--- config.mk ---
export PLATFORM = sky130hd
export DESIGN_NAME = aas_core
export DESIGN_NICKNAME = d
export VERILOG_FILES = /design/src/pkg/aas_pkg.sv /design/src/rtl/aas_core.sv /design/src/rtl/aas_decode.sv /design/src/rtl/aas_adder.sv
export SDC_FILE = /design/constraint.sdc
export NUM_CORES = 2
export LEC_CHECK = 0
export BUFFER_PORTS_ARGS = -buffer_cell sky130_fd_sc_hd__buf_2
export CAP_MARGIN = 40
export CORE_UTILIZATION = 64
export CTS_CLUSTER_DIAMETER = 50
export DETAILED_ROUTE_END_ITERATION = 8
export PLACE_DENSITY = 0.81
export SLEW_MARGIN = 20
export SYNTH_ARGS = -nofsm -noshare
export SYNTH_HDL_FRONTEND = slang
export SYNTH_SLANG_ARGS = --single-unit
--- constraint.sdc ---
create_clock -name clk_i -period 5.4 [get_ports clk_i]
set_input_delay 1.62 -clock clk_i [delete_from_list [all_inputs] [get_ports clk_i]]
set_output_delay 1.62 -clock clk_i [all_outputs]
set_load 0.01 [all_outputs]
--- src/pkg/aas_pkg.sv ---
// Package: constants, opcodes and carrier types for the add-and-shift datapath
package aas_pkg;

  // ------------------------------------------------------------------
  // Widths and reset values
  // ------------------------------------------------------------------
  localparam int          WORD_W    = 14;
  localparam int          DATA_W    = 8;
  localparam int          PTR_W     = 16;
  localparam int          FILE_N    = 128;
  localparam int          PTR_N     = 2;
  localparam logic [7:0]  ACC_RST   = 8'h00;
  localparam logic [7:0]  FILE_RST  = 8'h00;
  localparam logic [15:0] PTR_RST   = 16'h0000;

  // ------------------------------------------------------------------
  // Instruction word fields
  // ------------------------------------------------------------------
  localparam int OPC_MSB    = 13;
  localparam int OPC_LSB    = 8;
  localparam int DEST_BIT   = 7;
  localparam int FADDR_MSB  = 6;
  localparam int LIT_MSB    = 7;
  localparam int PTR_ZB_BIT = 7;
  localparam int PTR_SEL    = 6;
  localparam int OFF_MSB    = 5;

  // ------------------------------------------------------------------
  // Major opcodes (bits 13:8)
  // ------------------------------------------------------------------
  localparam logic [5:0] OPC_PTR_ADD   = 6'h31;
  localparam logic [5:0] OPC_LIT_SUM   = 6'h3E;
  localparam logic [5:0] OPC_REG_SUM   = 6'h07;
  localparam logic [5:0] OPC_REG_SUM_C = 6'h3D;
  localparam logic [5:0] OPC_LIT_MASK  = 6'h39;
  localparam logic [5:0] OPC_REG_MASK  = 6'h05;
  localparam logic [5:0] OPC_SHIFT     = 6'h37;

  // ------------------------------------------------------------------
  // Types
  // ------------------------------------------------------------------
  typedef enum logic [2:0] {
    OP_NONE, OP_PTR_ADD, OP_LIT_SUM, OP_REG_SUM,
    OP_REG_SUM_C, OP_LIT_MASK, OP_REG_MASK, OP_SHIFT
  } aas_op_t;

  typedef struct packed {
    aas_op_t    op;
    logic       dest;
    logic [6:0] faddr;
    logic [7:0] lit;
    logic       ptr_sel;
    logic [5:0] off;
  } aas_instr_t;

  typedef struct packed {
    logic overflow_out;
    logic nibble_overflow_flag;
    logic result_null;
  } aas_flags_t;

  typedef struct packed {
    logic [7:0] sum;
    logic       carry;
    logic       half;
  } aas_sum_t;

endpackage : aas_pkg

--- src/rtl/aas_core.sv ---
// Execution datapath: pointer offset add, sums, masks and signed shift
//
// Operation
// - pointer add sign-extends 6-bit literal onto pointer
// - pointer wraps modulo 16 bits, flags untouched
// - literal sum adds 8-bit literal into accumulator
// - register sum adds accumulator and file register
// - target bit 0 accumulator, 1 file register
// - sum with overflow adds overflow-out flag too
// - literal mask ANDs literal, only null flag
// - register mask ANDs file, routes, null flag
// - signed shift right, bit 0 to overflow-out
// - shift keeps bit 7, bits 7:1 to 6:0
// - pointer add decodes 11 0001 0nkk, one cycle
`timescale 1ns/10ps
module aas_core (
  input  wire logic                       clk_i,
  input  wire logic                       rst_n_i,
  input  wire logic                       instr_valid_i,
  input  wire logic [aas_pkg::WORD_W-1:0] instr_i,
  input  wire logic                       acc_load_i,
  input  wire logic [7:0]                 acc_load_data_i,
  input  wire logic                       file_load_i,
  input  wire logic [6:0]                 file_load_addr_i,
  input  wire logic [7:0]                 file_load_data_i,
  input  wire logic                       ptr_load_i,
  input  wire logic                       ptr_load_sel_i,
  input  wire logic [15:0]                ptr_load_data_i,
  input  wire logic [6:0]                 file_peek_addr_i,
  output logic [7:0]                      acc_o,
  output aas_pkg::aas_flags_t             flags_o,
  output logic [15:0]                     indirect_pointer0_o,
  output logic [15:0]                     indirect_pointer1_o,
  output logic [7:0]                      file_peek_o,
  output logic                            done_o,
  output logic                            illegal_o
);
  import aas_pkg::*;

  // ------------------------------------------------------------------
  // State and decode
  // ------------------------------------------------------------------
  logic [7:0]    acc;
  aas_flags_t    flags;
  logic [15:0]   indirect_pointer [PTR_N];
  logic [7:0]    file_q [FILE_N];
  logic [7:0]    file_peek;
  logic          done;
  logic          illegal;

  aas_instr_t    dec;
  aas_sum_t      add;
  logic          exec_en;
  logic [7:0]    fsrc;
  logic [7:0]    add_b;
  logic          add_cin;
  logic [15:0]   ptr_off;
  logic [7:0]    next_result;
  aas_flags_t    next_flags;
  logic          wr_acc;
  logic          wr_file;

  aas_decode u_decode (
    .instr_i (instr_i),
    .dec_o   (dec)
  );

  // Operand selection feeding the shared adder
  assign exec_en = instr_valid_i && (dec.op != OP_NONE);
  assign fsrc    = file_q[dec.faddr];
  assign add_b   = (dec.op == OP_LIT_SUM) ? dec.lit : fsrc;
  assign add_cin = (dec.op == OP_REG_SUM_C) && flags.overflow_out;
  assign ptr_off = {{10{dec.off[5]}}, dec.off};

  aas_adder u_adder (
    .a_i   (acc),
    .b_i   (add_b),
    .cin_i (add_cin),
    .res_o (add)
  );

  // ------------------------------------------------------------------
  // Result, flag and destination selection
  // ------------------------------------------------------------------
  always_comb begin
    next_result = 8'h00;
    next_flags  = flags;
    wr_acc      = 1'b0;
    wr_file     = 1'b0;
    unique case (dec.op)
      OP_LIT_SUM: begin
        next_result = add.sum;
        wr_acc      = 1'b1;
        next_flags  = '{add.carry, add.half, add.sum == 8'h00};
      end
      OP_REG_SUM, OP_REG_SUM_C: begin
        next_result = add.sum;
        wr_acc      = !dec.dest;
        wr_file     = dec.dest;
        next_flags  = '{add.carry, add.half, add.sum == 8'h00};
      end
      OP_LIT_MASK: begin
        next_result            = acc & dec.lit;
        wr_acc                 = 1'b1;
        next_flags.result_null = (next_result == 8'h00);
      end
      OP_REG_MASK: begin
        next_result            = acc & fsrc;
        wr_acc                 = !dec.dest;
        wr_file                = dec.dest;
        next_flags.result_null = (next_result == 8'h00);
      end
      OP_SHIFT: begin
        next_result             = {fsrc[7], fsrc[7:1]};
        wr_acc                  = !dec.dest;
        wr_file                 = dec.dest;
        next_flags.overflow_out = fsrc[0];
        next_flags.result_null  = (next_result == 8'h00);
      end
      default: begin
        next_result = 8'h00;
      end
    endcase
  end

  // ------------------------------------------------------------------
  // Accumulator: instruction write wins over a side load
  // ------------------------------------------------------------------
  always_ff @(posedge clk_i or negedge rst_n_i) begin
    if (!rst_n_i) begin
      acc <= ACC_RST;
    end else if (exec_en && wr_acc) begin
      acc <= next_result;
    end else if (acc_load_i) begin
      acc <= acc_load_data_i;
    end
  end

  // Status flags change only on an executed instruction
  always_ff @(posedge clk_i or negedge rst_n_i) begin
    if (!rst_n_i) begin
      flags <= '0;
    end else if (exec_en) begin
      flags <= next_flags;
    end
  end

  // ------------------------------------------------------------------
  // File registers: one generate slice per location
  // ------------------------------------------------------------------
  for (genvar gi = 0; gi < FILE_N; gi++) begin : g_file
    always_ff @(posedge clk_i or negedge rst_n_i) begin
      if (!rst_n_i) begin
        file_q[gi] <= FILE_RST;
      end else if (exec_en && wr_file && (dec.faddr == 7'(gi))) begin
        file_q[gi] <= next_result;
      end else if (file_load_i && (file_load_addr_i == 7'(gi))) begin
        file_q[gi] <= file_load_data_i;
      end
    end
  end

  // ------------------------------------------------------------------
  // Indirect pointers: 16-bit add wraps on its own
  // ------------------------------------------------------------------
  for (genvar gp = 0; gp < PTR_N; gp++) begin : g_ptr
    always_ff @(posedge clk_i or negedge rst_n_i) begin
      if (!rst_n_i) begin
        indirect_pointer[gp] <= PTR_RST;
      end else if (exec_en && (dec.op == OP_PTR_ADD) && (dec.ptr_sel == 1'(gp))) begin
        indirect_pointer[gp] <= indirect_pointer[gp] + ptr_off;
      end else if (ptr_load_i && (ptr_load_sel_i == 1'(gp))) begin
        indirect_pointer[gp] <= ptr_load_data_i;
      end
    end
  end

  // ------------------------------------------------------------------
  // Completion, illegal-word report and file peek
  // ------------------------------------------------------------------
  always_ff @(posedge clk_i or negedge rst_n_i) begin
    if (!rst_n_i) begin
      done    <= 1'b0;
      illegal <= 1'b0;
    end else begin
      done    <= exec_en;
      illegal <= instr_valid_i && (dec.op == OP_NONE);
    end
  end

  always_ff @(posedge clk_i or negedge rst_n_i) begin
    if (!rst_n_i) begin
      file_peek <= FILE_RST;
    end else begin
      file_peek <= file_q[file_peek_addr_i];
    end
  end

  // Outputs straight from the flip-flops
  assign acc_o               = acc;
  assign flags_o             = flags;
  assign indirect_pointer0_o = indirect_pointer[0];
  assign indirect_pointer1_o = indirect_pointer[1];
  assign file_peek_o         = file_peek;
  assign done_o              = done;
  assign illegal_o           = illegal;
endmodule : aas_core

--- src/rtl/aas_decode.sv ---
// Instruction decoder: splits a 14-bit word into operation and operand fields
`timescale 1ns/10ps
module aas_decode (
  input  wire logic [aas_pkg::WORD_W-1:0] instr_i,
  output aas_pkg::aas_instr_t             dec_o
);
  import aas_pkg::*;

  logic [5:0] opc;

  assign opc = instr_i[OPC_MSB:OPC_LSB];

  // Operand fields are common to every format
  always_comb begin
    dec_o.dest    = instr_i[DEST_BIT];
    dec_o.faddr   = instr_i[FADDR_MSB:0];
    dec_o.lit     = instr_i[LIT_MSB:0];
    dec_o.ptr_sel = instr_i[PTR_SEL];
    dec_o.off     = instr_i[OFF_MSB:0];
    unique case (opc)
      OPC_PTR_ADD:   dec_o.op = instr_i[PTR_ZB_BIT] ? OP_NONE : OP_PTR_ADD;
      OPC_LIT_SUM:   dec_o.op = OP_LIT_SUM;
      OPC_REG_SUM:   dec_o.op = OP_REG_SUM;
      OPC_REG_SUM_C: dec_o.op = OP_REG_SUM_C;
      OPC_LIT_MASK:  dec_o.op = OP_LIT_MASK;
      OPC_REG_MASK:  dec_o.op = OP_REG_MASK;
      OPC_SHIFT:     dec_o.op = OP_SHIFT;
      default:       dec_o.op = OP_NONE;
    endcase
  end

endmodule : aas_decode

--- src/rtl/aas_adder.sv ---
// Eight-bit adder with carry in, carry out and nibble carry
`timescale 1ns/10ps
module aas_adder (
  input  wire logic [7:0]   a_i,
  input  wire logic [7:0]   b_i,
  input  wire logic         cin_i,
  output aas_pkg::aas_sum_t res_o
);
  import aas_pkg::*;

  logic [4:0] low;
  logic [4:0] high;

  // Low nibble first so its carry is visible on its own
  assign low  = 5'({1'b0, a_i[3:0]}) + 5'({1'b0, b_i[3:0]}) + 5'(cin_i);
  assign high = 5'({1'b0, a_i[7:4]}) + 5'({1'b0, b_i[7:4]}) + 5'(low[4]);

  // Carry out of bit 3 is the nibble flag source
  assign res_o.sum   = {high[3:0], low[3:0]};
  assign res_o.carry = high[4];
  assign res_o.half  = low[4];

endmodule : aas_adder

==> reports/metrics.cfg <==
[status]
status = finished with violations
violations = design-rule violations, negative setup slack

[finish]
final_cell_mix = 1077 x dfrtp_1, 875 x mux2i_1, 778 x nand2_1
drive_gt1_share_pct = 32.9
layout_commonest_cell = dfrtp_1
seq_area_mm2 = 0.0270
multi_input_area_mm2 = 0.0414
layout.cells.non_filler = 8406
syn_to_final_growth_pct = 21.3
fill_cells = 6352
fin_area_mm2 = 0.0835
layout.nets = 6983

[synth]
netlist_instances = 6460
synth.cell_area_mm2 = 0.0689
synthArstFlopShare_pct = 100
synth_nets = 6569
yosys.area.top_type_share_pct = 39.1
synth_top_area_cell = dfrtp_1
ys_types = 72
ys_seq_elements = 1077
synth_seq_area_share_pct = 39.1
synth_edf_count = 0
ys_top_cells_by_area = dfrtp_1 39%, mux4_2 19%, mux2i_1 13%
postSynthAreaPerCell_um2 = 10.7
yosys_most_used_dff = dfrtp_1
yosys_warnings = 0

[drt]
routed_via_density = 7.64
ant_nets = 0
avgRoutedWirePerCell_um = 36.2
routed_wl_um = 304000
firstDrtPassIters = 9
num_vias = 64253
drt_iter0_drc = 10639
drc = 50

[pwr]
power_mw = 24.3
peakVddDrop_v = 0.000301
p_leak_nw = 39.0
cellPowerDensity_mw_per_mm2 = 291

[min_path]
hold_class = flop to flop
worstHoldStart = flags_o[1]

[sta]
hold_viol = 0
finalMaxSlewViolations = 0
setup_tns_ns = -263.04
rsz0062_at_grt = true
worst_clock_skew_ns = 0.0393
setup_viol = 518
max_freq_mhz = 165
post-route-period-util_pct = 113
setup_ws_ns = -0.678
slew_headroom_pct = 22.9
worstMarginPinSlew_ns = 1.16
period_needed_ns = 6.08
holdWs_ns = 0.498

[clock_network]
numCtsBuffers = 141
cts_tree = done
clkSinkCount = 1077
h-tree-depth = 4
cts_hold_buffers = 0
clk-insertion-delay-late_ns = 0.82
clockBufferDepth = 3
clk_pin_slew_worst_paths_ns = 0.06
cts-root-buf = clkbuf_16

[worst_setup_path]
worst_path_max_delay_cell = a21oi_2
cp-start-kind = primary input
critPathLaunch = instr_i[1]
cp_max_fo = 9
cp_common_cell = buf_4
timing.rr.start = file_q[728]
crit_path_end_kind = flop
crit_type = primary input to flop
max_stage_delay_ns = 0.65
arrival_ns = 6.76
cp_top_family = compound AO/OA/AOI/OAI gates
crit_chain = buf_8 -> buf_12 -> buf_4 -> buf_4 -> buf_4 -> mux4_2 -> a22oi_1 -> a21oi_2 -> nor4_1 -> or3_1 -> o21ai_0 -> fa_2 -> inv_2 -> fa_2 -> o22ai_2 -> a221o_4 -> buf_12 -> clkbuf_16 -> buf_8 -> nand2_2 -> o21ai_1
crit_required_ns = 6.09
cp_num_buf_inv = 9

[floorplanning]
die_area_mm2 = 0.109
rows = 119
core_mm2 = 0.106
ioPinCount = 120
die_y_um = 330
die_w_um = 330
start_util_pct = 65.0

[grt]
grt_pass1_wl_um = 422000
antenna_found_initial = 38
overflow = 0
grt_pass1_vias = 60609
grtUsageTotal_pct = 54.1
grt_max_degree = 129

[place]
place_area_mm2 = 0.0756
gp_congestion = 1.12
io_buffers = 119
dp.cells = 8043
hpwlAfterDp_um = 197000

[job]
drv_cap = 0

## synthesized netlist by cell type, types with 13 or more instances
cell type / count
buf_4: 32
a221oi_1: 16
mux4_2: 567
nand2_1: 956
nor4_1: 16
buf_6: 13
a211oi_1: 131
nor3_1: 31
clkbuf_1: 379
a22oi_1: 63
buf_2: 116
nor2b_1: 104
mux2_2: 168
xnor2_1: 17
dfrtp_1: 1077
nor2_1: 377
ha_1: 36
nand3_1: 40
nand2b_1: 16
o21ai_1: 232
a21oi_1: 318
o21ai_0: 584
inv_1: 21
mux2i_1: 877
and3_1: 42
buf_1: 48
## worst reg2reg max path, cell delays in order (launching register included)
cell       delay, ns
dfrtp_1         0.43
mux4_2          0.54
mux4_2          0.62
o2111ai_4       0.37
nand2_2         0.09
mux2i_1         0.18
fa_2            0.23
inv_2           0.05
fa_2            0.33
a21o_1          0.16
a21o_1          0.18
fa_2            0.36
inv_2           0.07
fa_2            0.45
o22ai_2         0.19
a221o_4         0.31
buf_12          0.23
clkbuf_16       0.25
nand2_2         0.06
o21ai_1         0.08
## sequential cells by signal, summed over array words and instances (netlist names)
register and cells:
file_q 1024, done_o 1, acc_o 8, file_peek_o 8, indirect_pointer1_o 16, indirect_pointer0_o 16
illegal_o 1, flags_o 3
## area by class of cell
| cell class | count | area share (%) |
|---|---|---|
| Antenna cell | 24 | 0.0719 |
| Clock buffer | 192 | 4.85 |
| Clock inverter | 68 | 0.939 |
| Inverter | 26 | 0.117 |
| Multi-Input combinational cell | 4769 | 49.5 |
| Sequential cell | 1077 | 32.3 |
| Tap cell | 1391 | 2.08 |
| Timing Repair Buffer | 859 | 10.1 |
## report_power, final
group / total [mW] / internal, mW / switching, mW
Combinational: 5.02 / 2.16 / 2.86
Clock: 9.80 / 5.80 / 4.00
Sequential: 9.47 / 8.80 / 0.670
Total: 24.3 / 16.8 / 7.54
## worst paths after layout
| kind | to | slack, ns | cells past startpoint |
|---|---|---|---|
| max | file_q[1013] | -0.68 | 21 |
| min | flags_o[1] | 0.50 | 1 |
| max reg2reg | file_q[541] | 0.16 | 19 |
| min reg2reg | flags_o[1] | 0.50 | 1 |
| max in group asynchronous | file_q[877] | 2.92 | 2 |
| min in group asynchronous | file_q[986] | 0.93 | 1 |
## what timing repair did
| action | in CTS | in global routing |
|---|---|---|
| cloned | 14 | 19 |
| gates resized for setup | 109 | 431 |
| setup endpoints to repair | 647 | 721 |
| setup buffers | 23 | 21 |
| pin swaps | 9 | 18 |
| hold endpoints to repair | 0 | 0 |
## cell families (layout without fill, tap and decap cells)
logic type      count (synthesis)  after routing  share of synthesized area, %
buf+inv                       614           1145                          3.87
mux                          1612           1612                          34.0
fa+ha+maj                      42             42                         0.828
flops                        1077           1077                          39.1
simple gates                 1646           1646                          10.1
other cells                     0             24                             0
xor+xnor                       21             21                         0.267
compound gates               1448           1448                          11.8
## metal layers
layer	global-route usage, %	part of all wire, %	wire, µm	vias to the layer above
li1	-	-	-	24821
met1	67.0	32	97800	31205
met2	75.3	40	123000	6302
met3	25.1	17	53100	1899
met4	37.1	9.9	30100	26
met5	0	0.098	297	-
## stage by stage
stage / setup WS [ns] / util (%)
6_report: -0.678 / 78.8
5_1_grt: -0.636 / 78.7
4_1_cts: -0.512 / 76.8
3_5_place_dp: -1.54 / 71.3
3_3_place_gp: -1.54 / 71.2
2_1_floorplan: -0.704 / -
(Power assumes the default switching activity.)
